<file path="src/csf_pkg.sv">
/*
  shared constants and types of the status/mode bits and scaling shifter block.
  assumes an ahb-lite master with single word transfers and one core clock.
*/
package csf_pkg;
  // register byte offsets
  localparam logic [7:0] A_CMD  = 8'h00; // write issues one instruction
  localparam logic [7:0] A_ST0  = 8'h04; // status word zero
  localparam logic [7:0] A_ST1  = 8'h08; // status word one
  localparam logic [7:0] A_ACC  = 8'h0c; // accumulator
  localparam logic [7:0] A_PRODUCT_REGISTER = 8'h10; // product register
  localparam logic [7:0] A_TEMPORARY_OPERAND_REGISTER = 8'h14; // temporary operand register
  localparam logic [7:0] A_AR0  = 8'h18; // auxiliary register zero
  localparam logic [7:0] A_DADR = 8'h1c; // last direct address
  localparam logic [7:0] A_ISC  = 8'h20; // scaling shifter output
  localparam logic [7:0] A_PSC  = 8'h24; // product shifter output
  localparam logic [7:0] A_ACCH = 8'h28; // accumulator output shifter, high half
  // status word zero fields
  localparam int ST0_GLOBAL_IRQ_MASK = 9;
  localparam int ST0_OVM  = 11;
  localparam int ST0_OV   = 12;
  localparam logic [15:0] ST0_ONES = 16'he400; // reserved, read as one
  // status word one fields
  localparam int ST1_BRT  = 2;
  localparam int ST1_XF   = 4;
  localparam int ST1_SXM  = 10;
  localparam int ST1_TC   = 11;
  localparam logic [15:0] ST1_ONES = 16'hf3e8; // reserved, read as one
  // set/clear control selectors
  localparam logic [3:0] SEL_GLOBAL_IRQ_MASK = 4'h0;
  localparam logic [3:0] SEL_OVM  = 4'h1;
  localparam logic [3:0] SEL_SXM  = 4'h2;
  localparam logic [3:0] SEL_XF   = 4'h3;
  // product shift codes
  localparam logic [1:0] PM_NONE = 2'h0;
  localparam logic [1:0] PM_L1   = 2'h1;
  localparam logic [1:0] PM_L4   = 2'h2;
  localparam logic [1:0] PM_R6   = 2'h3;
  // reset values
  localparam logic [8:0] RST_DP   = 9'h000;
  localparam logic [1:0] RST_PM   = PM_NONE;
  localparam logic       RST_GLOBAL_IRQ_MASK = 1'b1;
  localparam logic       RST_SXM  = 1'b1;
  localparam logic       RST_XF   = 1'b1;
  localparam logic [4:0] MAX_SH   = 5'h10; // widest input scaling shift
  // instruction codes
  typedef enum logic [3:0] {
    OP_NOP, OP_LST0, OP_LST1, OP_LDP, OP_SET_CONTROL_INSTR, OP_CLEAR_CONTROL_INSTR, OP_SPM, OP_LAC,
    OP_ADD, OP_ADD_NO_SIGN_EXT_INSTR, OP_APAC, OP_MPY, OP_BIT_TEST_DYNAMIC_INSTR, OP_AUX_COMPARE_INSTR, OP_NORMALIZE_INSTR, OP_CONDITIONAL_BRANCH_INSTR
  } csf_op_e;
  // command word layout
  typedef struct packed {
    logic [15:0] word; // instruction word or data operand
    logic [1:0]  rsv;  // unused
    logic        tsel; // shift count from temporary register
    logic [4:0]  cnt;  // constant shift count
    logic [3:0]  sel;  // selector or condition
    csf_op_e     op;   // instruction
  } csf_cmd_s;
endpackage : csf_pkg

</file>
<file path="src/csf_core.sv">
/*
  status and mode bits, scaling shifters, accumulator and multiplier of a
  16-bit fixed-point core, driven over ahb-lite.
  assumes a single ahb-lite master with this slave alone on hready.
*/
// The AHB-Lite register port and the address map were decided locally.
`timescale 1ns/1ps
module csf_core (
  // clock and reset
  input  wire logic        hclk,
  input  wire logic        hresetn,
  // ahb-lite slave
  input  wire logic        hsel,
  input  wire logic [31:0] haddr,
  input  wire logic [1:0]  htrans,
  input  wire logic        hwrite,
  input  wire logic [2:0]  hsize,
  input  wire logic [31:0] hwdata,
  input  wire logic        hready,
  output logic      [31:0] hrdata,
  output logic             hreadyout,
  output logic             hresp,
  // interrupt requests (asynchronous pins) and acknowledges
  input  wire logic        irq_req,
  input  wire logic        nmi_req,
  output logic             irq_ack,
  output logic             nmi_ack,
  // core side outputs
  output logic             external_flag_output,
  output logic      [15:0] dir_addr
);
  // bus state
  logic        wr_q, rd_q, rdy_q;
  logic        hresp_q;          // registered response, always okay
  logic [7:0]  adr_q;
  logic [31:0] rdat_q;
  // status and mode bits
  logic [8:0]  page_pointer_q, page_pointer_d;
  logic        global_irq_mask_q, global_irq_mask_d;
  logic        overflow_flag_q, overflow_flag_d;
  logic        overflow_saturate_mode_q, overflow_saturate_mode_d;
  logic [1:0]  product_shift_field_q, product_shift_field_d;
  logic        sign_extend_mode_q, sign_extend_mode_d;
  logic        test_control_flag_q, test_control_flag_d;
  logic        xf_q, xf_d;
  logic        brt_q, brt_d;
  // datapath registers
  logic [31:0] acc_q, acc_d;
  logic [31:0] product_register_q, product_register_d;
  logic [15:0] temporary_operand_register_q;
  logic [15:0] aux_register_zero_q;
  logic [15:0] daddr_q;
  // interrupt synchronisers and acknowledges
  logic        irq_m_q, irq_s_q, nmi_m_q, nmi_s_q, nmi_p_q;
  logic        irq_ack_q, nmi_ack_q;

  // address phase and command decode
  csf_pkg::csf_cmd_s cmd;
  wire addr_ph  = hsel & hready & htrans[1];
  wire exec     = wr_q & (adr_q == csf_pkg::A_CMD);
  wire w_temporary_operand_register   = wr_q & (adr_q == csf_pkg::A_TEMPORARY_OPERAND_REGISTER);
  wire w_ar0    = wr_q & (adr_q == csf_pkg::A_AR0);
  assign cmd    = csf_pkg::csf_cmd_s'(hwdata);
  wire [15:0] w = cmd.word;
  wire is_add_no_sign_ext_instr  = (cmd.op == csf_pkg::OP_ADD_NO_SIGN_EXT_INSTR);
  wire is_apac  = (cmd.op == csf_pkg::OP_APAC);

  // maskable trap only while mask is clear; nmi ignores the mask
  wire irq_take = irq_s_q & ~global_irq_mask_q & ~irq_ack_q;
  wire nmi_rise = nmi_s_q & ~nmi_p_q;

  // input scaling shifter, combinational in the operand path
  wire [4:0]  sh_raw = cmd.tsel ? {1'b0, temporary_operand_register_q[3:0]} : cmd.cnt;
  wire [4:0]  sh_cnt = (sh_raw > csf_pkg::MAX_SH) ? csf_pkg::MAX_SH : sh_raw;
  wire        sx_on  = sign_extend_mode_q & ~is_add_no_sign_ext_instr;
  wire [31:0] sh_in  = {{16{sx_on & w[15]}}, w};
  wire [31:0] isc    = sh_in << sh_cnt;

  // product scaling shifter; the product register itself is untouched
  logic [31:0] psc;
  always_comb begin
    case (product_shift_field_q)
      csf_pkg::PM_L1: psc = {product_register_q[30:0], 1'b0};
      csf_pkg::PM_L4: psc = {product_register_q[27:0], 4'h0};
      csf_pkg::PM_R6: psc = {{6{product_register_q[31]}}, product_register_q[31:6]};
      default:        psc = product_register_q;
    endcase
  end

  // central adder with overflow detection and optional saturation
  wire [31:0] add_b   = is_apac ? psc : isc;
  wire [32:0] add_sum = {acc_q[31], acc_q} + {add_b[31], add_b};
  wire        add_ov  = add_sum[32] ^ add_sum[31];
  wire [31:0] sat_val = add_sum[32] ? 32'h80000000 : 32'h7fffffff;
  wire [31:0] add_res = (add_ov & overflow_saturate_mode_q) ? sat_val : add_sum[31:0];

  // 16 by 16 signed multiplier
  wire signed [31:0] prod = $signed(temporary_operand_register_q) * $signed(w);

  // accumulator output shifter, left by the low bits of the temporary register
  wire [31:0] acc_sh = acc_q << temporary_operand_register_q[2:0];

  // bit test and compare conditions
  wire [3:0] bit_ix = 4'hf - temporary_operand_register_q[3:0];
  logic cmp_hit;
  always_comb begin
    case (cmd.sel[1:0])
      2'h0:    cmp_hit = (w == aux_register_zero_q);
      2'h1:    cmp_hit = (w <  aux_register_zero_q);
      2'h2:    cmp_hit = (w >  aux_register_zero_q);
      default: cmp_hit = (w != aux_register_zero_q);
    endcase
  end
  logic br_hit;
  always_comb begin
    case (cmd.sel[1:0])
      2'h0:    br_hit = overflow_flag_q;
      2'h1:    br_hit = ~overflow_flag_q;
      2'h2:    br_hit = test_control_flag_q;
      default: br_hit = ~test_control_flag_q;
    endcase
  end

  // next state of status bits and datapath registers
  always_comb begin
    page_pointer_d           = page_pointer_q;
    global_irq_mask_d        = global_irq_mask_q;
    overflow_flag_d          = overflow_flag_q;
    overflow_saturate_mode_d = overflow_saturate_mode_q;
    product_shift_field_d    = product_shift_field_q;
    sign_extend_mode_d       = sign_extend_mode_q;
    test_control_flag_d      = test_control_flag_q;
    xf_d                     = xf_q;
    brt_d                    = brt_q;
    acc_d                    = acc_q;
    product_register_d       = product_register_q;
    if (exec) begin
      case (cmd.op)
        // status zero load: mask bit deliberately left out
        csf_pkg::OP_LST0: begin
          page_pointer_d           = w[8:0];
          overflow_saturate_mode_d = w[csf_pkg::ST0_OVM];
          overflow_flag_d          = 1'b0;
        end
        // status one load
        csf_pkg::OP_LST1: begin
          product_shift_field_d = w[1:0];
          sign_extend_mode_d    = w[csf_pkg::ST1_SXM];
          test_control_flag_d   = w[csf_pkg::ST1_TC];
        end
        csf_pkg::OP_LDP: page_pointer_d = w[8:0];
        // set or clear one control bit
        csf_pkg::OP_SET_CONTROL_INSTR, csf_pkg::OP_CLEAR_CONTROL_INSTR: begin
          case (cmd.sel)
            csf_pkg::SEL_GLOBAL_IRQ_MASK: global_irq_mask_d = (cmd.op == csf_pkg::OP_SET_CONTROL_INSTR);
            csf_pkg::SEL_OVM:  overflow_saturate_mode_d = (cmd.op == csf_pkg::OP_SET_CONTROL_INSTR);
            csf_pkg::SEL_SXM:  sign_extend_mode_d = (cmd.op == csf_pkg::OP_SET_CONTROL_INSTR);
            csf_pkg::SEL_XF:   xf_d = (cmd.op == csf_pkg::OP_SET_CONTROL_INSTR);
            default: ;
          endcase
        end
        csf_pkg::OP_SPM: product_shift_field_d = cmd.sel[1:0];
        csf_pkg::OP_LAC: acc_d = isc;
        // additions latch overflow until explicitly cleared
        csf_pkg::OP_ADD, csf_pkg::OP_ADD_NO_SIGN_EXT_INSTR, csf_pkg::OP_APAC: begin
          acc_d = add_res;
          if (add_ov) overflow_flag_d = 1'b1;
        end
        csf_pkg::OP_MPY:  product_register_d = prod;
        csf_pkg::OP_BIT_TEST_DYNAMIC_INSTR: test_control_flag_d = w[bit_ix];
        csf_pkg::OP_AUX_COMPARE_INSTR: test_control_flag_d = cmp_hit;
        // normalize: flag on differing top bits, else shift left
        csf_pkg::OP_NORMALIZE_INSTR: begin
          test_control_flag_d = acc_q[31] ^ acc_q[30];
          if (!(acc_q[31] ^ acc_q[30])) acc_d = {acc_q[30:0], 1'b0};
        end
        // branch condition; testing overflow clears it
        csf_pkg::OP_CONDITIONAL_BRANCH_INSTR: begin
          brt_d = br_hit;
          if (!cmd.sel[1]) overflow_flag_d = 1'b0;
        end
        default: ;
      endcase
    end
    // a trap in the same cycle as a clear wins
    if (irq_take) global_irq_mask_d = 1'b1;
  end

  // status and datapath registers, visible to the next command
  always_ff @(posedge hclk or negedge hresetn) begin
    if (!hresetn) begin
      page_pointer_q           <= csf_pkg::RST_DP;
      global_irq_mask_q        <= csf_pkg::RST_GLOBAL_IRQ_MASK;
      overflow_flag_q          <= 1'b0;
      overflow_saturate_mode_q <= 1'b0;
      product_shift_field_q    <= csf_pkg::RST_PM;
      sign_extend_mode_q       <= csf_pkg::RST_SXM;
      test_control_flag_q      <= 1'b0;
      xf_q                     <= csf_pkg::RST_XF;
      brt_q                    <= 1'b0;
      acc_q                    <= 32'h00000000;
      product_register_q       <= 32'h00000000;
    end else begin
      page_pointer_q           <= page_pointer_d;
      global_irq_mask_q        <= global_irq_mask_d;
      overflow_flag_q          <= overflow_flag_d;
      overflow_saturate_mode_q <= overflow_saturate_mode_d;
      product_shift_field_q    <= product_shift_field_d;
      sign_extend_mode_q       <= sign_extend_mode_d;
      test_control_flag_q      <= test_control_flag_d;
      xf_q                     <= xf_d;
      brt_q                    <= brt_d;
      acc_q                    <= acc_d;
      product_register_q       <= product_register_d;
    end
  end

  // operand registers and direct address capture
  always_ff @(posedge hclk or negedge hresetn) begin
    if (!hresetn) begin
      temporary_operand_register_q <= 16'h0000;
      aux_register_zero_q          <= 16'h0000;
      daddr_q                      <= 16'h0000;
    end else begin
      if (w_temporary_operand_register) temporary_operand_register_q <= hwdata[15:0];
      if (w_ar0) aux_register_zero_q <= hwdata[15:0];
      if (exec) daddr_q <= {page_pointer_q, w[6:0]};
    end
  end

  // interrupt synchronisers and acknowledge pulses
  always_ff @(posedge hclk or negedge hresetn) begin
    if (!hresetn) begin
      {irq_m_q, irq_s_q, nmi_m_q, nmi_s_q, nmi_p_q} <= 5'h00;
      {irq_ack_q, nmi_ack_q}                        <= 2'h0;
    end else begin
      {irq_s_q, irq_m_q} <= {irq_m_q, irq_req};
      {nmi_p_q, nmi_s_q, nmi_m_q} <= {nmi_s_q, nmi_m_q, nmi_req};
      irq_ack_q <= irq_take;
      nmi_ack_q <= nmi_rise;
    end
  end

  // read multiplexer; reserved status bits read as ones
  wire [15:0] st0 = csf_pkg::ST0_ONES | {3'h0, overflow_flag_q, overflow_saturate_mode_q,
                    1'b0, global_irq_mask_q, page_pointer_q};
  wire [15:0] st1 = csf_pkg::ST1_ONES | {4'h0, test_control_flag_q, sign_extend_mode_q,
                    5'h00, xf_q, 1'b0, brt_q, product_shift_field_q};
  logic [31:0] rmux;
  always_comb begin
    case (adr_q)
      csf_pkg::A_ST0:  rmux = {16'h0000, st0};
      csf_pkg::A_ST1:  rmux = {16'h0000, st1};
      csf_pkg::A_ACC:  rmux = acc_q;
      csf_pkg::A_PRODUCT_REGISTER: rmux = product_register_q;
      csf_pkg::A_TEMPORARY_OPERAND_REGISTER: rmux = {16'h0000, temporary_operand_register_q};
      csf_pkg::A_AR0:  rmux = {16'h0000, aux_register_zero_q};
      csf_pkg::A_DADR: rmux = {16'h0000, daddr_q};
      csf_pkg::A_ISC:  rmux = isc;
      csf_pkg::A_PSC:  rmux = psc;
      csf_pkg::A_ACCH: rmux = {16'h0000, acc_sh[31:16]};
      default:         rmux = 32'h00000000;
    endcase
  end

  // bus slave: writes zero wait, reads one wait so data is current
  always_ff @(posedge hclk or negedge hresetn) begin
    if (!hresetn) begin
      wr_q   <= 1'b0;
      rd_q   <= 1'b0;
      rdy_q  <= 1'b1;
      hresp_q <= 1'b0;
      adr_q  <= 8'h00;
      rdat_q <= 32'h00000000;
    end else begin
      wr_q <= addr_ph & hwrite;
      rd_q <= addr_ph & ~hwrite;
      if (addr_ph) adr_q <= haddr[7:0];
      rdy_q <= ~(addr_ph & ~hwrite);
      hresp_q <= 1'b0; // no error responses are ever given
      if (rd_q) rdat_q <= rmux;
    end
  end

  // registered outputs
  assign hrdata               = rdat_q;
  assign hreadyout            = rdy_q;
  assign hresp                = hresp_q;
  assign irq_ack              = irq_ack_q;
  assign nmi_ack              = nmi_ack_q;
  assign external_flag_output = xf_q;
  assign dir_addr             = daddr_q;

  // checks
  wire ld_dp = exec & ((cmd.op == csf_pkg::OP_LDP) | (cmd.op == csf_pkg::OP_LST0));
  a_dp_load_only: assert property (@(posedge hclk) disable iff (!hresetn)
    !ld_dp |=> $stable(page_pointer_q)) else $error("page pointer moved without a load");
  a_daddr_form: assert property (@(posedge hclk) disable iff (!hresetn)
    exec |=> daddr_q == {$past(page_pointer_q), $past(w[6:0])}) else $error("direct address wrong");
  a_irq_masked: assert property (@(posedge hclk) disable iff (!hresetn)
    irq_ack_q |-> !$past(global_irq_mask_q) && global_irq_mask_q) else $error("trap while masked");
  a_lst_keeps_mask: assert property (@(posedge hclk) disable iff (!hresetn)
    exec && cmd.op == csf_pkg::OP_LST0 && !irq_take |=> $stable(global_irq_mask_q))
    else $error("status load touched mask");
  a_ov_sticky: assert property (@(posedge hclk) disable iff (!hresetn)
    overflow_flag_q && !(exec && (cmd.op == csf_pkg::OP_LST0 || cmd.op == csf_pkg::OP_CONDITIONAL_BRANCH_INSTR))
    |=> overflow_flag_q) else $error("overflow flag lost");
  a_psc_right6: assert property (@(posedge hclk) disable iff (!hresetn)
    product_shift_field_q == csf_pkg::PM_R6 |-> $signed(psc) == ($signed(product_register_q) >>> 6))
    else $error("right six product shift wrong");
  a_ov_latch: assert property (@(posedge hclk) disable iff (!hresetn)
    exec && (cmd.op == csf_pkg::OP_ADD || is_add_no_sign_ext_instr || is_apac) && acc_q[31] == add_b[31] && add_sum[31] != acc_q[31]
    |=> overflow_flag_q) else $error("overflow not latched");
  a_add_no_sign_ext_instr_zero: assert property (@(posedge hclk) disable iff (!hresetn)
    exec && is_add_no_sign_ext_instr |-> (isc >> sh_cnt) == {16'h0000, w}) else $error("add_no_sign_ext_instr sign extended");
  a_xf_set: assert property (@(posedge hclk) disable iff (!hresetn)
    exec && cmd.op == csf_pkg::OP_SET_CONTROL_INSTR && cmd.sel == csf_pkg::SEL_XF |=> external_flag_output)
    else $error("external flag not set");
  a_read_wait: assert property (@(posedge hclk) disable iff (!hresetn)
    addr_ph && !hwrite |=> !hreadyout ##1 hreadyout) else $error("read wait state wrong");
endmodule : csf_core

</file>
<file path="config.mk">
export PLATFORM = sky130hd
export DESIGN_NAME = csf_core
export DESIGN_NICKNAME = d
export VERILOG_FILES = /design/src/csf_pkg.sv /design/src/csf_core.sv
export SDC_FILE = /design/constraint.sdc
export NUM_CORES = 1
export LEC_CHECK = 0
export BUFFER_PORTS_ARGS = -buffer_cell sky130_fd_sc_hd__buf_2
export CAP_MARGIN = 10
export CELL_PAD_IN_SITES_DETAIL_PLACEMENT = 0
export CELL_PAD_IN_SITES_GLOBAL_PLACEMENT = 2
export CORE_UTILIZATION = 35
export CTS_BUF_LIST = sky130_fd_sc_hd__clkbuf_8 sky130_fd_sc_hd__clkbuf_16
export DETAILED_ROUTE_END_ITERATION = 8
export PLACE_DENSITY_LB_ADDON = 0.3
export SYNTH_ARGS = -nofsm -noshare
export SYNTH_HDL_FRONTEND = slang
export SYNTH_SLANG_ARGS = --single-unit
</file>
<file path="constraint.sdc">
create_clock -name hclk -period 6.9 [get_ports hclk]
set_clock_uncertainty 0.1 [all_clocks]
set_input_delay 1.38 -clock hclk [delete_from_list [all_inputs] [get_ports hclk]]
set_output_delay 1.38 -clock hclk [all_outputs]
set_load 0.1 [all_outputs]
</file>
==> key figures <==
Floorplanning
  • DIE AREA: 68800 um^2
  • Core area: ~67000 um^2
  • Site row count: 95
  • Die H: 262 um
  • Initial Util: 35.3%
  • I/O pins: 129
  • Die X-Extent: 262 um

Setup path
  • CP arrival: about 7.0 ns
  • Largest fanout on the critical path: 10
  • Critical Path Sink Type: register
  • R2r startpoint: temporary_operand_register_q[10]$_DFFE_PN0P_
  • Worst Path Required: ~7.2 ns
  • Startpoint Class: input port
  • R2R cell count: 22
  • Critical path type: input port to register
  • Crit path launch: hwdata[20]

Route
  • Routed wire per std cell: between 20 and 25 um
  • Pre-antenna DRT Iters: 8
  • Initial DRC count: 1670
  • Total wire length: roughly 90000 um
  • Via/cell ratio: approximately 5.5
  • Routed vias: 20828
  • Final ANT Viol Nets: 0
  • DRC: 0

Min path
  • Worst Hold Depth: 0
  • Worst hold path startpoint: nmi_m_q$_DFF_PN0_
  • Hold Path Class: register to register

CTS
  • CTS Buffer Depth: 2
  • CTS clk-pin slew, worst paths: ~0.07 ns
  • Clock Latency Late Sink: 0.49 ns
  • TritonCTS clock tree: done
  • CTS H-tree depth: 4
  • Post-CTS setup buffer count: 0
  • Total CTS buffers: 17
  • Root Driver: clkbuf_16
  • CTS sink cnt: 180

Cells and area
  • Share of layout cells above drive strength 1: between 10% and 20%
  • Final cell count without fillers: 3759
  • Nets: 3339
  • Multi-input gate area: about 17000 um^2
  • Area Growth Syn to Fin: 14.9%
  • # fillers: 6719
  • Final Util: 40.6%
  • FF+latch area: 4510 um^2

STA
  • Final setup vio count: 0
  • Max transition margin: 30.8%
  • Final hold violations: 0
  • Fin crit share: 97.1%
  • Max Transition Viols Final: 0
  • Fmax: 149 MHz
  • Hold WS: 0.271 ns
  • Final TNS setup: 0 ns
  • Crit path time final: 6.70 ns
  • RSZ-0062 raised after global routing: true
  • Worst Tran Pin Value: 1.03 ns

Synthesis
  • Distinct cells, synth: 82
  • Synth top cells by count: inv_1, nand2_1, fa_1, dfrtp_1, nor2_1
  • Post-synthesis cell area: 23700 um^2
  • Seq/Total Area, Yosys: 19.0%
  • Synth Instances: 2679
  • Most frequent cell after synthesis: inv_1
  • Number of synthesized flops with an enable pin: 0
  • Async set or reset register ratio after synthesis: 100%
  • Synth area leader: fa_1
  • Flops & latches, synth: 180
  • Synth Flop Type: dfrtp_1
  • Syn nets: 3148
  • Synth area leaders: fa_1, dfrtp_1, ha_1, inv_1, nand2_1
  • Synth top area share: 22.2%
  • Ys Warns: 0
  • Syn avg cell area: approximately 8.9 um^2

GRT
  • Total grt overflow: 0
  • Overall Global Routing Usage: 26.7%
  • First-pass GRT wire length: 139000 um
  • Antenna violations before repair: 5
  • Vias in the first global route: 21802
  • Pin count of the biggest net entering global routing: 67

Power
  • Total power: 13.7 mW
  • Static leakage: 12.9 nW
  • Power per Cell Area: 504 nW/um^2
  • Worst vdd ir: 619 uV

Place
  • Count of input and output buffers: 99
  • Placed cell count: 3723
  • Placer Congestion: 0.957
  • DP HPWL: 74000 um

Flow run
  • Max Cap Violations: 0

Outcome
  • Status: finished clean
-- logic make-up after synthesis --
family                   Yosys count  synth area share [%]
AND/OR/NAND/NOR                  763                  14.9
AO/OA/AOI/OAI                    604                  17.1
buffers and inverters            513                  8.42
adder cells (fa/ha/maj)          393                  29.1
flip-flops                       180                  19.0
multiplexers                     159                  9.07
XOR/XNOR                          66                  2.44
other                              1                0.0158
-- timing repair --
action,CTS,global route
setup endpoints to repair,0,9
gates resized for setup,0,22
hold buffers,0,0
-- state kept, by name, summed over array words and instances, names as in the netlist, 2 cells and up --
signal and flops:
acc_q 32, aux_register_zero_q 16, hrdata 32, page_pointer_q 9, temporary_operand_register_q 16, product_shift_field_q 2, dir_addr 16, adr_q 8
product_register_q 32
-- final timing paths --
path / slack [ns] / end
min: 0.27 / nmi_s_q$_DFF_PN0_
max in group asynchronous: 4.54 / temporary_operand_register_q[1]$_DFFE_PN0P_
min in group asynchronous: 0.79 / acc_q[13]$_DFFE_PN0P_
max: 0.20 / product_register_q[31]$_DFFE_PN0P_
max reg2reg: 0.45 / product_register_q[30]$_DFFE_PN0P_
min reg2reg: 0.27 / nmi_s_q$_DFF_PN0_
-- critical path: stages --
cell and delay (ns):
clkbuf_4 0.19, buf_4 0.17, and2_1 0.15, fa_1 0.54, inv_1 0.05, fa_1 0.47, inv_1 0.05, fa_1 0.49
fa_2 0.44, fa_1 0.51, inv_1 0.05, fa_1 0.47, inv_1 0.04, ha_1 0.31, a21o_1 0.19, a21o_1 0.17
a21oi_1 0.24, o211ai_1 0.15, o2111ai_1 0.13, nand4_1 0.17, a21oi_1 0.18, o21bai_1 0.09, xnor2_1 0.23, a21oi_1 0.10
-- per-layer routing --
metal  global-route usage [%]  share of wire [%]  vias up
met3                     3.66                5.1      144
met4                     10.5                3.9        2
li1                         -                  -     9415
met5                        0              0.012        -
met1                     35.1                 44    10624
met2                     44.4                 47      643
-- through the flow --
stage	setup WS (ns)	instance area, um^2
after floorplan	0.000589	23800
after global placement	-0.367	26500
after detailed placement	-0.399	26500
after CTS	0.0934	27100
after global routing	-0.0206	27200
final	0.201	27200
-- layout by cell type (no fill, tap or decap), types with 17 or more instances in the layout --
cell,count
inv_1,359
nand2_1,330
fa_1,260
buf_4,212
dfrtp_1,173
nor2_1,152
a21oi_1,137
and2_1,128
ha_1,128
o21ai_0,112
buf_2,88
mux2i_1,63
mux2_2,57
xnor2_1,45
mux4_2,39
nand3_1,36
a22oi_1,34
a21o_1,33
o22ai_1,33
a211oi_1,26
a22o_1,25
nand2b_1,22
o21ai_1,22
o21ai_2,22
xor2_1,21
o211ai_1,19
clkbuf_16,17
-- report_power, final --
| part | internal [mW] | total [mW] | switching, mW |
|---|---|---|---|
| clock | 0.514 | 1.02 | 0.507 |
| sequential | 1.13 | 1.27 | 0.147 |
| combinational | 5.61 | 11.4 | 5.81 |
| total | 7.25 | 13.7 | 6.47 |
-- cell type report --
class | instances | share of cell area, %
multi-input combinational | 1986 | 63.6
clock buffer | 17 | 1.56
antenna | 3 | 0.0276
inverter | 363 | 5.00
clock inverter | 15 | 0.588
sequential | 180 | 16.6
tap | 873 | 4.01
timing repair buffer | 322 | 8.67
(Power assumes the default switching activity.)
